[config.mk]
export PLATFORM = sky130hd
export DESIGN_NAME = apdu_record_reader
export DESIGN_NICKNAME = d
export VERILOG_FILES = /design/src/common/apdu_pkg.sv /design/src/common/byte_fifo_if.sv /design/src/rtl/byte_fifo.sv /design/src/rtl/apdu_record_reader.sv
export VERILOG_INCLUDE_DIRS = /design/src /design/src/common
export SDC_FILE = /design/constraint.sdc
export NUM_CORES = 1
export LEC_CHECK = 0
export BUFFER_PORTS_ARGS = -buffer_cell sky130_fd_sc_hd__buf_2
export CORE_MARGIN = 10
export CORE_UTILIZATION = 53
export CTS_BUF_LIST = sky130_fd_sc_hd__clkbuf_4
export DETAILED_ROUTE_END_ITERATION = 10
export PLACE_DENSITY = 0.81
export SLEW_MARGIN = 20
export SYNTH_ARGS = -nofsm -noshare
export SYNTH_HDL_FRONTEND = slang
export SYNTH_SLANG_ARGS = --single-unit
[constraint.sdc]
create_clock -name i_clk -period 2.85 [get_ports i_clk]
set_input_delay 0.285 -clock i_clk [delete_from_list [all_inputs] [get_ports i_clk]]
set_output_delay 0.285 -clock i_clk [all_outputs]
set_load 0.01 [all_outputs]
[src/common/apdu_defines.svh]
// constants for the record-read command framing block
`ifndef APDU_DEFINES_SVH
`define APDU_DEFINES_SVH

// ==========================================
// command header
`define HDR_LAST_IDX      2'h3
`define CLA_INTERINDUSTRY 8'h00
`define INS_READ_RECORD   8'hB2
`define LE_ZERO           8'h00
`define LE_ZERO_MAX       9'h100

// ==========================================
// parameter two layout
`define P2_SFI_MSB        7
`define P2_SFI_LSB        3
`define P2_MODE_MSB       2
`define P2_MODE_LSB       0
`define P2_MODE_REC_NUM   3'h4
`define SFI_MIN           5'h01
`define SFI_MAX           5'h1E

// ==========================================
// directory record tags
`define TAG_APP_TEMPLATE  8'h61
`define TAG_DIR_DISCR     8'h73

// ==========================================
// status trailers
`define SW_OK             16'h9000
`define SW_WRONG_LENGTH   16'h6700
`define SW_BAD_P1P2       16'h6A86
`define SW_NO_RECORD      16'h6A83
`define SW_INS_UNSUP      16'h6D00
`define SW_CLA_UNSUP      16'h6E00

// ==========================================
// response buffer
`define FIFO_WIDTH        8
`define FIFO_DEPTH        16

`endif

[src/common/apdu_pkg.sv]
// types shared by the record-read framing block
package apdu_pkg;

   // ==========================================
   // sequencer states
   typedef enum logic [2:0]
   {
      ST_HEADER = 3'h0,
      ST_BODY   = 3'h1,
      ST_DECODE = 3'h2,
      ST_FETCH  = 3'h3,
      ST_SW1    = 3'h4,
      ST_SW2    = 3'h5
   } seq_state_type;

   // ==========================================
   // command structure cases
   typedef enum logic [2:0]
   {
      CASE_1   = 3'h0,
      CASE_2   = 3'h1,
      CASE_3   = 3'h2,
      CASE_4   = 3'h3,
      CASE_BAD = 3'h4
   } cmd_case_type;

endpackage

[src/common/byte_fifo_if.sv]
// carrier between the framing sequencer and its response buffer
`timescale 1ns/1ps
`include "apdu_defines.svh"

interface byte_fifo_if;
   logic                     wr_valid;
   logic [`FIFO_WIDTH-1:0]   wr_data;
   logic                     wr_ready;
   logic                     rd_valid;
   logic [`FIFO_WIDTH-1:0]   rd_data;
   logic                     rd_ready;

   modport user
   (
      output wr_valid, wr_data, rd_ready,
      input  wr_ready, rd_valid, rd_data
   );

   modport buffer
   (
      input  wr_valid, wr_data, rd_ready,
      output wr_ready, rd_valid, rd_data
   );
endinterface

[src/rtl/byte_fifo.sv]
// synchronous byte fifo holding record data ahead of the trailer
`timescale 1ns/1ps
`include "apdu_defines.svh"

module byte_fifo
#(
   parameter int WIDTH = `FIFO_WIDTH,
   parameter int DEPTH = `FIFO_DEPTH
)
(
   // clock and reset
   input  wire logic   i_clk,
   input  wire logic   i_reset_n,
   // both sides
   byte_fifo_if.buffer fifo
);

   localparam int PW = $clog2(DEPTH);

   typedef struct packed
   {
      logic [DEPTH-1:0][WIDTH-1:0] mem;
      logic [PW:0]                 wp;
      logic [PW:0]                 rp;
   } fifo_state_type;

   fifo_state_type state_ff;
   fifo_state_type nxt_state;
   logic           full;
   logic           empty;

   // ==========================================
   // flags
   // extra pointer bit tells full from empty without a counter
   assign empty         = (state_ff.wp == state_ff.rp);
   assign full          = (state_ff.wp[PW-1:0] == state_ff.rp[PW-1:0]) &&
                          (state_ff.wp[PW] != state_ff.rp[PW]);
   assign fifo.wr_ready = !full;
   assign fifo.rd_valid = !empty;
   assign fifo.rd_data  = state_ff.mem[state_ff.rp[PW-1:0]];

   // ==========================================
   // next state
   always_comb
   begin
      nxt_state = state_ff;
      if (fifo.wr_valid && !full)
      begin
         nxt_state.mem[state_ff.wp[PW-1:0]] = fifo.wr_data;
         nxt_state.wp                       = state_ff.wp + 1'b1;
      end
      if (fifo.rd_ready && !empty)
      begin
         nxt_state.rp = state_ff.rp + 1'b1;
      end
   end

   always_ff @(posedge i_clk or negedge i_reset_n)
   begin
      if (!i_reset_n)
      begin
         state_ff <= '0;
      end
      else
      begin
         state_ff <= nxt_state;
      end
   end

endmodule

[src/rtl/apdu_record_reader.sv]
// card-side command parser and response framer for the record-read command
// ==========================================
// Summary of operation
// - command opens with four header bytes
// - length byte, when present, counts following data
// - expected length zero means up to 256
// - response is data then two-byte trailer
// - record read: class 00, B2, expected 00
// - parameter two: identifier high, 100 low
// - identifier range 1 to 30, unique
// - success returns addressed record before trailer
// - file names unique, start with identifier
// - directory records carry tag 61 templates
// - trailer 9000 means success
// - four command structures
`timescale 1ns/1ps
`include "apdu_defines.svh"

module apdu_record_reader
(
   // clock and reset
   input  wire logic        i_clk,
   input  wire logic        i_reset_n,
   // command byte stream from transport
   input  wire logic [7:0]  i_cmd_byte,
   input  wire logic        i_cmd_valid,
   input  wire logic        i_cmd_last,
   output logic             o_cmd_ready,
   // record store
   output logic             o_rec_req,
   output logic [4:0]       o_rec_sfi,
   output logic [7:0]       o_rec_number,
   input  wire logic [7:0]  i_rec_byte,
   input  wire logic        i_rec_valid,
   input  wire logic        i_rec_last,
   input  wire logic        i_rec_miss,
   output logic             o_rec_ready,
   input  wire logic [4:0]  i_dir_sfi,
   // response byte stream to transport
   output logic [7:0]       o_rsp_byte,
   output logic             o_rsp_valid,
   output logic             o_rsp_last,
   input  wire logic        i_rsp_ready,
   // status
   output logic             o_dir_record_bad
);

   typedef struct packed
   {
      apdu_pkg::seq_state_type st;
      logic [1:0]              hdr_cnt;
      logic [7:0]              cla;
      logic [7:0]              ins;
      logic [7:0]              p1;
      logic [7:0]              p2;
      logic [7:0]              first_body;
      logic [7:0]              last_body;
      logic [8:0]              body_cnt;
      logic [8:0]              sent;
      logic [8:0]              limit;
      logic [15:0]             sw;
      logic                    rec_done;
      logic                    saw_tag;
      logic                    dir_bad;
   } seq_state_struct_type;

   seq_state_struct_type state_ff;
   seq_state_struct_type nxt_state;
   byte_fifo_if          rsp_buf ();
   apdu_pkg::cmd_case_type cmd_case;
   logic                 cmd_take;
   logic                 rec_take;
   logic                 room;

   // ==========================================
   // helpers
   function automatic apdu_pkg::cmd_case_type classify(input logic [8:0] n,
                                                       input logic [7:0] lc);
      if (n == 9'h000)
         classify = apdu_pkg::CASE_1;
      else if (n == 9'h001)
         classify = apdu_pkg::CASE_2;
      else if (lc != 8'h00 && n == {1'b0, lc} + 9'h001)
         classify = apdu_pkg::CASE_3;
      else if (lc != 8'h00 && n == {1'b0, lc} + 9'h002)
         classify = apdu_pkg::CASE_4;
      else
         classify = apdu_pkg::CASE_BAD;
   endfunction

   function automatic logic sfi_ok(input logic [4:0] sfi);
      sfi_ok = (sfi >= `SFI_MIN) && (sfi <= `SFI_MAX);
   endfunction

   // ==========================================
   // response buffer
   byte_fifo
   #(
      .WIDTH (`FIFO_WIDTH),
      .DEPTH (`FIFO_DEPTH)
   )
   u_rsp_fifo
   (
      .i_clk     (i_clk),
      .i_reset_n (i_reset_n),
      .fifo      (rsp_buf.buffer)
   );

   // ==========================================
   // ports
   assign cmd_case         = classify(state_ff.body_cnt, state_ff.first_body);
   assign o_cmd_ready      = (state_ff.st == apdu_pkg::ST_HEADER) ||
                             (state_ff.st == apdu_pkg::ST_BODY);
   assign cmd_take         = o_cmd_ready && i_cmd_valid;
   assign o_rec_req        = (state_ff.st == apdu_pkg::ST_FETCH) && !state_ff.rec_done;
   // lookup by identifier is scoped to the current application by the store
   assign o_rec_sfi        = state_ff.p2[`P2_SFI_MSB:`P2_SFI_LSB];
   assign o_rec_number     = state_ff.p1;
   assign room             = state_ff.sent < state_ff.limit;
   // bytes beyond the expected length are swallowed, never sent
   assign o_rec_ready      = o_rec_req && (rsp_buf.wr_ready || !room);
   assign rec_take         = o_rec_ready && i_rec_valid;
   assign rsp_buf.wr_valid = o_rec_req && i_rec_valid && room;
   assign rsp_buf.wr_data  = i_rec_byte;
   assign rsp_buf.rd_ready = (state_ff.st == apdu_pkg::ST_FETCH) && i_rsp_ready;
   assign o_dir_record_bad = state_ff.dir_bad;

   // ==========================================
   // response mux: record bytes first, trailer last
   always_comb
   begin
      o_rsp_valid = 1'b0;
      o_rsp_byte  = 8'h00;
      o_rsp_last  = 1'b0;
      unique case (state_ff.st)
         apdu_pkg::ST_FETCH:
         begin
            o_rsp_valid = rsp_buf.rd_valid;
            o_rsp_byte  = rsp_buf.rd_data;
         end
         apdu_pkg::ST_SW1:
         begin
            o_rsp_valid = 1'b1;
            o_rsp_byte  = state_ff.sw[15:8];
         end
         apdu_pkg::ST_SW2:
         begin
            o_rsp_valid = 1'b1;
            o_rsp_byte  = state_ff.sw[7:0];
            o_rsp_last  = 1'b1;
         end
         default:
         begin
            o_rsp_valid = 1'b0;
         end
      endcase
   end

   // ==========================================
   // sequencer
   always_comb
   begin
      nxt_state = state_ff;
      unique case (state_ff.st)
         apdu_pkg::ST_HEADER:
         begin
            if (cmd_take)
            begin
               unique case (state_ff.hdr_cnt)
                  2'h0: nxt_state.cla = i_cmd_byte;
                  2'h1: nxt_state.ins = i_cmd_byte;
                  2'h2: nxt_state.p1  = i_cmd_byte;
                  2'h3: nxt_state.p2  = i_cmd_byte;
               endcase
               nxt_state.hdr_cnt = state_ff.hdr_cnt + 2'h1;
               if (i_cmd_last && state_ff.hdr_cnt != `HDR_LAST_IDX)
               begin
                  nxt_state.sw      = `SW_WRONG_LENGTH;
                  nxt_state.hdr_cnt = 2'h0;
                  nxt_state.st      = apdu_pkg::ST_SW1;
               end
               else if (i_cmd_last)
                  nxt_state.st = apdu_pkg::ST_DECODE;
               else if (state_ff.hdr_cnt == `HDR_LAST_IDX)
                  nxt_state.st = apdu_pkg::ST_BODY;
            end
         end
         apdu_pkg::ST_BODY:
         begin
            if (cmd_take)
            begin
               if (state_ff.body_cnt == 9'h000)
                  nxt_state.first_body = i_cmd_byte;
               nxt_state.last_body = i_cmd_byte;
               // saturate so an overlong body still classifies as bad
               if (state_ff.body_cnt != 9'h1FF)
                  nxt_state.body_cnt = state_ff.body_cnt + 9'h001;
               if (i_cmd_last)
                  nxt_state.st = apdu_pkg::ST_DECODE;
            end
         end
         apdu_pkg::ST_DECODE:
         begin
            nxt_state.st = apdu_pkg::ST_SW1;
            if (cmd_case == apdu_pkg::CASE_BAD)
               nxt_state.sw = `SW_WRONG_LENGTH;
            else if (state_ff.cla != `CLA_INTERINDUSTRY)
               nxt_state.sw = `SW_CLA_UNSUP;
            else if (state_ff.ins != `INS_READ_RECORD)
               nxt_state.sw = `SW_INS_UNSUP;
            else if (cmd_case != apdu_pkg::CASE_2 || state_ff.last_body != `LE_ZERO)
               nxt_state.sw = `SW_WRONG_LENGTH;
            else if (state_ff.p2[`P2_MODE_MSB:`P2_MODE_LSB] != `P2_MODE_REC_NUM ||
                     !sfi_ok(state_ff.p2[`P2_SFI_MSB:`P2_SFI_LSB]))
               nxt_state.sw = `SW_BAD_P1P2;
            else
            begin
               // only Le = 00 gets here, so the full 256 is always granted
               nxt_state.limit = `LE_ZERO_MAX;
               nxt_state.sent  = 9'h000;
               nxt_state.st    = apdu_pkg::ST_FETCH;
            end
         end
         apdu_pkg::ST_FETCH:
         begin
            if (rsp_buf.wr_valid && rsp_buf.wr_ready)
               nxt_state.sent = state_ff.sent + 9'h001;
            if (rec_take && i_rec_byte == `TAG_APP_TEMPLATE)
               nxt_state.saw_tag = 1'b1;
            if (o_rec_req && i_rec_miss)
            begin
               nxt_state.sw       = `SW_NO_RECORD;
               nxt_state.rec_done = 1'b1;
            end
            else if (rec_take && i_rec_last)
            begin
               nxt_state.sw       = `SW_OK;
               nxt_state.rec_done = 1'b1;
               nxt_state.dir_bad  = (o_rec_sfi == i_dir_sfi) && !state_ff.saw_tag &&
                                    (i_rec_byte != `TAG_APP_TEMPLATE);
            end
            // length is never sent; the trailer starts one idle cycle after the last byte leaves the buffer
            if (state_ff.rec_done && !rsp_buf.rd_valid)
               nxt_state.st = apdu_pkg::ST_SW1;
         end
         apdu_pkg::ST_SW1:
         begin
            if (i_rsp_ready)
               nxt_state.st = apdu_pkg::ST_SW2;
         end
         apdu_pkg::ST_SW2:
         begin
            if (i_rsp_ready)
            begin
               nxt_state.st       = apdu_pkg::ST_HEADER;
               nxt_state.hdr_cnt  = 2'h0;
               nxt_state.body_cnt = 9'h000;
               nxt_state.rec_done = 1'b0;
               nxt_state.saw_tag  = 1'b0;
            end
         end
         default:
         begin
            nxt_state.st = apdu_pkg::ST_HEADER;
         end
      endcase
   end

   always_ff @(posedge i_clk or negedge i_reset_n)
   begin
      if (!i_reset_n)
      begin
         state_ff <= '0;
      end
      else
      begin
         state_ff <= nxt_state;
      end
   end

endmodule

==> impl_metrics.csv, run 1 <==
group,metric,value,unit
status,run_status,"complete, but fails checks",
status,violations,"negative setup slack",
grt,grtUsageTotal,0.197,
critical_path,worstSetupPathType,"reg -> out",
synth,synthDistinctLibCells,61,
place,portBuffers,55,
critical_path,worstPathRequired,2.57,ns
clock_network,cts_buffer_depth,3,
sta,fmax,322,MHz
critical_path,r2r_start,"state_ff[37]",
synth,syn-cell-area,10900,sq um
floorplanning,ioPinCount,56,
clock_network,cts_num_sinks,222,
layout,syn_to_final_growth,15.8,%
grt,grt_start_max_net_pins,77,
grt,globalRouteOverflowTotal,0,
clock_network,clock_latency,0.67,ns
grt,antenna_found_initial,1,
critical_path,worst_ep_arrival_time,2.82,ns
sta,setup_viol,8,
sta,drv_slew,0,
routing,ant_nets,0,
sta,worst_pin_slew,0.908,ns
synth,postSynthNetCount,874,
routing,first_iter_violations,413,
clock_network,clk_pin_slew,0.07,ns
routing,viasPerCell,5.82,
critical_path,cp-end-kind,"output pin",
clock_network,numCtsBuffers,57,
grt,grt_first_pass_wirelength,41900,um
floorplanning,die_h,163,um
routing,drt-pass1-iter-count,5,
sta,timing.max_slew.rel_slack,0.393,
layout,n_fill_cell,1520,
clock_network,cts_tree,"yes",
sta,fin_crit,3.10,ns
place,pre_cts_ws,0.121,ns
synth,synth_edf_count,0,
layout,drive_above_1_share,0.449,
place,finalWeightedCongestion,0.856,
layout,final_common_cell,"dfrtp_1",
routing,wirelength,26100,um
synth,synth_ff_type,"dfrtp_1",
sta,layout_setup_ws,-0.251,ns
place,place_area,11600,sq um
synth,ys_seq_elements,222,
critical_path,path_max_fanout,9,
sta,final_hold_viol_count,0,
sta,rsz0062_at_grt,"yes",
synth,ys_warn_count,0,
synth,syn_area_per_cell,13.2,sq um
floorplanning,core,20200,sq um
hold_path,hold_start,"i_rec_miss",
layout,finalInstanceArea,12600,sq um
routing,vias,7322,
power_and_ir_drop,power.total,9.51,mW
sta,final.period_utilization,1.09,
synth,yosysSeqAreaShare,0.510,
synth,synthArstFlopShare,1.00,
power_and_ir_drop,p_per_area,753,nW/um^2
clock_network,htreeDepth,2,
layout,final_cell_mix,"221 x dfrtp_1, 177 x mux2_2, 84 x clkbuf_4",
sta,hold_ws,0.0812,ns
floorplanning,start_util,0.539,
critical_path,worstSetupStartpointType,"flip-flop",
floorplanning,num_rows,52,
routing,post_drt_wl_per_cell,20.8,um
floorplanning,die_x,163,um
layout,antennaDiodeCount,0,
hold_path,hp-class,"in -> reg",
routing,drc_errors,0,
power_and_ir_drop,p_leak,6.03,nW
clock_network,cts-root-buf,"clkbuf_4",
sta,skew,0.0312,ns
grt,grt_pass1_vias,7819,
place,dp_hpwl,17200,um
power_and_ir_drop,ir_drop,0.000543,V
critical_path,crit_start,"u_rsp_fifo.state_ff[0]",
job,drv_cap,0,
layout,finalNetCount,997,
floorplanning,die-area,26700,sq um
synth,netlist_instances,828,
==> stage by stage <==
stage               TNS [ns]  instances  utilization
floorplan                  0        828            -
global placement           0       1143        0.575
detailed placement         0       1143        0.575
CTS                    -2.35       1258        0.622
global route           -2.28       1259        0.624
finish                 -1.57       1259        0.624
==> final cells by class <==
cell class	instances	area, sq um	share of cell area
well taps	270	338	0.0268
multi-input cells	532	5040	0.399
inverters	21	78.8	0.00624
repair buffers	117	903	0.0716
flip-flops and latches	222	5560	0.440
clock inverters	13	76.3	0.00605
clock buffers	84	631	0.0500
==> worst max-delay path, stage by stage, from the launching register on <==
cell     delay (ns)
dfrtp_2        0.45
buf_12         0.17
mux4_2         0.53
mux4_2         0.54
a32o_2         0.33
buf_6          0.13
==> synthesized netlist by cell type (3+ instances only) <==
master | number | area share
mux4_2 | 40 | 0.083
clkbuf_1 | 24 | 0.0083
and2_1 | 8 | 0.0046
ha_1 | 17 | 0.020
a32o_1 | 3 | 0.0028
buf_4 | 16 | 0.011
nand4_1 | 14 | 0.0080
and3_1 | 6 | 0.0034
xnor2_1 | 24 | 0.019
nand2b_1 | 6 | 0.0034
buf_2 | 10 | 0.0046
nor3b_1 | 5 | 0.0034
or3_1 | 4 | 0.0023
mux2_2 | 177 | 0.18
nor3_1 | 9 | 0.0041
a21oi_1 | 11 | 0.0051
inv_1 | 21 | 0.0072
o21ai_0 | 17 | 0.0078
nor2_2 | 12 | 0.0069
nor2_1 | 35 | 0.012
nor2b_1 | 4 | 0.0023
nand2_1 | 42 | 0.014
a31oi_1 | 3 | 0.0017
nand3_1 | 18 | 0.0083
nor4_1 | 9 | 0.0052
dfrtp_1 | 222 | 0.51
nor4b_1 | 3 | 0.0024
a22oi_1 | 3 | 0.0021
xor2_1 | 21 | 0.017
mux2i_1 | 3 | 0.0028
o41ai_1 | 3 | 0.0024
==> kinds of logic (layout without fill, tap and decap cells) <==
logic type,after synthesis,in the layout,share of synthesized area
AO/OA/AOI/OAI,58,58,0.0356
XOR/XNOR,45,45,0.0362
adder cells (fa/ha/maj),17,17,0.0195
buffers and inverters,74,235,0.0330
flip-flops,222,222,0.510
multiplexers,222,222,0.271
AND/OR/NAND/NOR,190,190,0.0949
==> worst paths after layout <==
kind	to	cells after the start	slack (ns)
worst max-delay path	o_rsp_byte[4]	5	-0.25
worst min-delay path	o_dir_record_bad	4	0.08
worst max register to register	state_ff[13]	8	0.15
worst min register to register	state_ff[27]	1	0.47
max in group asynchronous	u_rsp_fifo.state_ff[101]	3	1.84
min in group asynchronous	state_ff[54]	2	0.18
==> routing by layer <==
layer	global-route usage	wire length (um)	share of wire	vias to the layer above
met5	0	18	0.00069	-
met4	0.0619	559	0.021	2
met3	0.0458	1700	0.065	50
met2	0.333	13000	0.50	242
met1	0.245	10900	0.42	3743
li1	-	-	-	3285
==> flip-flops by register name, indices dropped and copies added, names as in the netlist <==
| name | count |
|---|---|
| o_dir_record_bad | 1 |
| o_rec_number | 8 |
| state_ff | 70 |
| o_rec_sfi | 5 |
| u_rsp_fifo.state_ff | 138 |
==> report_power, final <==
part	internal [mW]	leakage, nW	total (mW)	switching (mW)
Combinational	1.35	2.63	2.78	1.43
Sequential	3.60	2.98	4.03	0.423
Clock	1.43	0.424	2.70	1.27
Total	6.38	6.03	9.51	3.13
==> timing repair <==
action,in CTS,in global routing
buffers inserted,4,2
hold endpoints to repair,124,0
setup endpoints to repair,8,11
pin swaps,2,2
resized for setup,14,14
hold buffers,13,0
gates cloned,1,0
No activity file was read; power rests on OpenSTA's default activity.
==> run 2, diff against run 1 <==
--- a/config.mk
+++ b/config.mk
@@ -12,6 +12,8 @@
 export CTS_BUF_LIST = sky130_fd_sc_hd__clkbuf_4
 export DETAILED_ROUTE_END_ITERATION = 10
 export PLACE_DENSITY = 0.81
+export RECOVER_POWER = 100
+export REMOVE_ABC_BUFFERS = 1
 export SLEW_MARGIN = 20
 export SYNTH_ARGS = -nofsm -noshare
 export SYNTH_HDL_FRONTEND = slang
==> run 2 against run 1 <==
  * Non-clock buffer count shrank 6
  * Routed wire length grew 0.69%
  * Clock skew grew 0.015 ns
  * Utilization is the same
  * Register-to-register slack is essentially flat
  * First-iteration DRC count grew 33%
  * The run ends with max-capacitance violations, max-slew violations, negative setup slack left
==> impl_metrics.csv, run 2 (same netlist as run 1, synthesis figures left out) <==
group,metric,value,unit
critical_path,cp-end-kind,"output pin",
place,dp_hpwl,16800,um
job,drv_cap,1,
routing,drc_errors,0,
floorplanning,die_h,163,um
place,pre_cts_ws,0.167,ns
critical_path,worstPathRequired,2.57,ns
sta,rsz0062_at_grt,"yes",
critical_path,path_max_fanout,6,
routing,first_iter_violations,549,
routing,drt-pass1-iter-count,4,
layout,largest_reg_flops,138,
sta,timing.max_slew.rel_slack,-0.115,
routing,wirelength,26300,um
routing,routedLengthMet1,10900,um
critical_path,r2r_start,"state_ff[38]",
grt,grt_pass1_vias,7776,
clock_network,clk_pin_slew,0.07,ns
floorplanning,die_x,163,um
clock_network,cts_num_sinks,222,
layout,instances_no_fill,1261,
sta,setup_viol,8,
clock_network,htreeDepth,2,
critical_path,worstSetupStartpointType,"flip-flop",
floorplanning,start_util,0.539,
critical_path,worst_ep_arrival_time,2.85,ns
routing,post_drt_wl_per_cell,20.9,um
layout,final_cell_mix,"221 x dfrtp_1, 177 x mux2_2, 84 x clkbuf_4",
layout,antennaDiodeCount,0,
sta,layout_setup_ws,-0.289,ns
clock_network,cts_buffer_depth,3,
routing,ant_nets,0,
routing,viasPerCell,5.81,
layout,n_fill_cell,1503,
layout,finalCoreUtilization,0.624,
clock_network,clock_latency,0.72,ns
power_and_ir_drop,p_per_area,768,nW/um^2
sta,final.period_utilization,1.10,
critical_path,worstSetupPathType,"reg -> out",
layout,largest-register,"u_rsp_fifo.state_ff",
place,place_inst,1131,
grt,antenna_found_initial,1,
grt,grtUsageTotal,0.200,
place,finalWeightedCongestion,0.902,
floorplanning,ioPinCount,56,
status,violations,"max-capacitance violations, max-slew violations, negative setup slack",
layout,syn_to_final_growth,15.8,%
layout,final_common_cell,"dfrtp_1",
sta,fmax,319,MHz
layout,drive_above_1_share,0.429,
sta,fin_crit,3.14,ns
layout,finalNetCount,991,
floorplanning,core,20200,sq um
place,portBuffers,55,
routing,top_layer_used,"met5",
floorplanning,die-area,26700,sq um
routing,wl_met3,1500,um
floorplanning,num_rows,52,
critical_path,crit_start,"u_rsp_fifo.state_ff[0]",
status,run_status,"complete, but fails checks",
hold_path,hp-class,"in -> reg",
grt,globalRouteOverflowTotal,0,
routing,vias,7324,
sta,skew,0.0465,ns
grt,grt_start_max_net_pins,70,
grt,grt_first_pass_wirelength,42200,um
power_and_ir_drop,ir_drop,0.000543,V
hold_path,hold_start,"i_dir_sfi[2]",
clock_network,numCtsBuffers,57,
power_and_ir_drop,p_leak,5.95,nW
sta,worst_pin_slew,1.67,ns
sta,drv_slew,67,
clock_network,cts-root-buf,"clkbuf_4",
routing,dr_wl_met2,13400,um
clock_network,cts_tree,"yes",
sta,final_hold_viol_count,0,
==> run 2: repair_timing <==
action,CTS,global route
hold buffers,13,0
hold endpoints to repair,131,0
pin swaps,8,4
gates cloned,3,0
setup endpoints to repair,8,10
buffers inserted,7,4
resized for setup,26,8
==> run 2: layout make-up <==
type / instances / area, sq um / share of cell area
inverter: 21 / 78.8 / 0.00624
timing repair buffer: 111 / 850 / 0.0673
clock buffer: 82 / 616 / 0.0488
multi-input combinational: 532 / 5060 / 0.401
tap: 270 / 338 / 0.0268
sequential: 222 / 5560 / 0.440
clock inverter: 23 / 128 / 0.0101
==> run 2: through the flow <==
step                      hold slack [ns]  TNS (ns)  area (sq um)  power, mW
after floorplan                   -0.0106   -171.21         10600       5.73
after global placement              0.276         0         11500       6.58
after detailed placement            0.277         0         11500       6.66
after CTS                         0.00656     -2.55         12700       9.80
after global routing               0.0401     -2.63         12600       10.3
final                              0.0585     -2.01         12600       9.70
==> run 2: where the power goes <==
part / internal (mW) / leakage [nW] / switching, mW
logic: 1.42 / 2.54 / 1.48
registers: 3.60 / 2.98 / 0.441
clock network: 1.43 / 0.432 / 1.33
==> run 2: worst max-delay path: stages, from the launching register on <==
cell     delay [ns]
dfrtp_2        0.45
buf_4          0.15
buf_12         0.12
mux4_2         0.52
mux4_2         0.53
a32o_2         0.29
buf_6          0.12
==> run 2: path summary, 6_finish.rpt <==
check	cells past startpoint	end	slack, ns
setup / recovery	6	o_rsp_byte[4]	-0.29
hold / removal	4	o_dir_record_bad	0.06
setup reg to reg	9	state_ff[13]	0.16
hold reg to reg	1	state_ff[27]	0.48
max in group asynchronous	3	u_rsp_fifo.state_ff[94]	0.42
min in group asynchronous	2	u_rsp_fifo.state_ff[107]	0.56
==> run 2: routing by layer <==
layer / vias up / track usage
met5: - / 0
met1: 3804 / 0.255
li1: 3262 / -
met4: 2 / 0.0742
met3: 41 / 0.0433
met2: 215 / 0.327
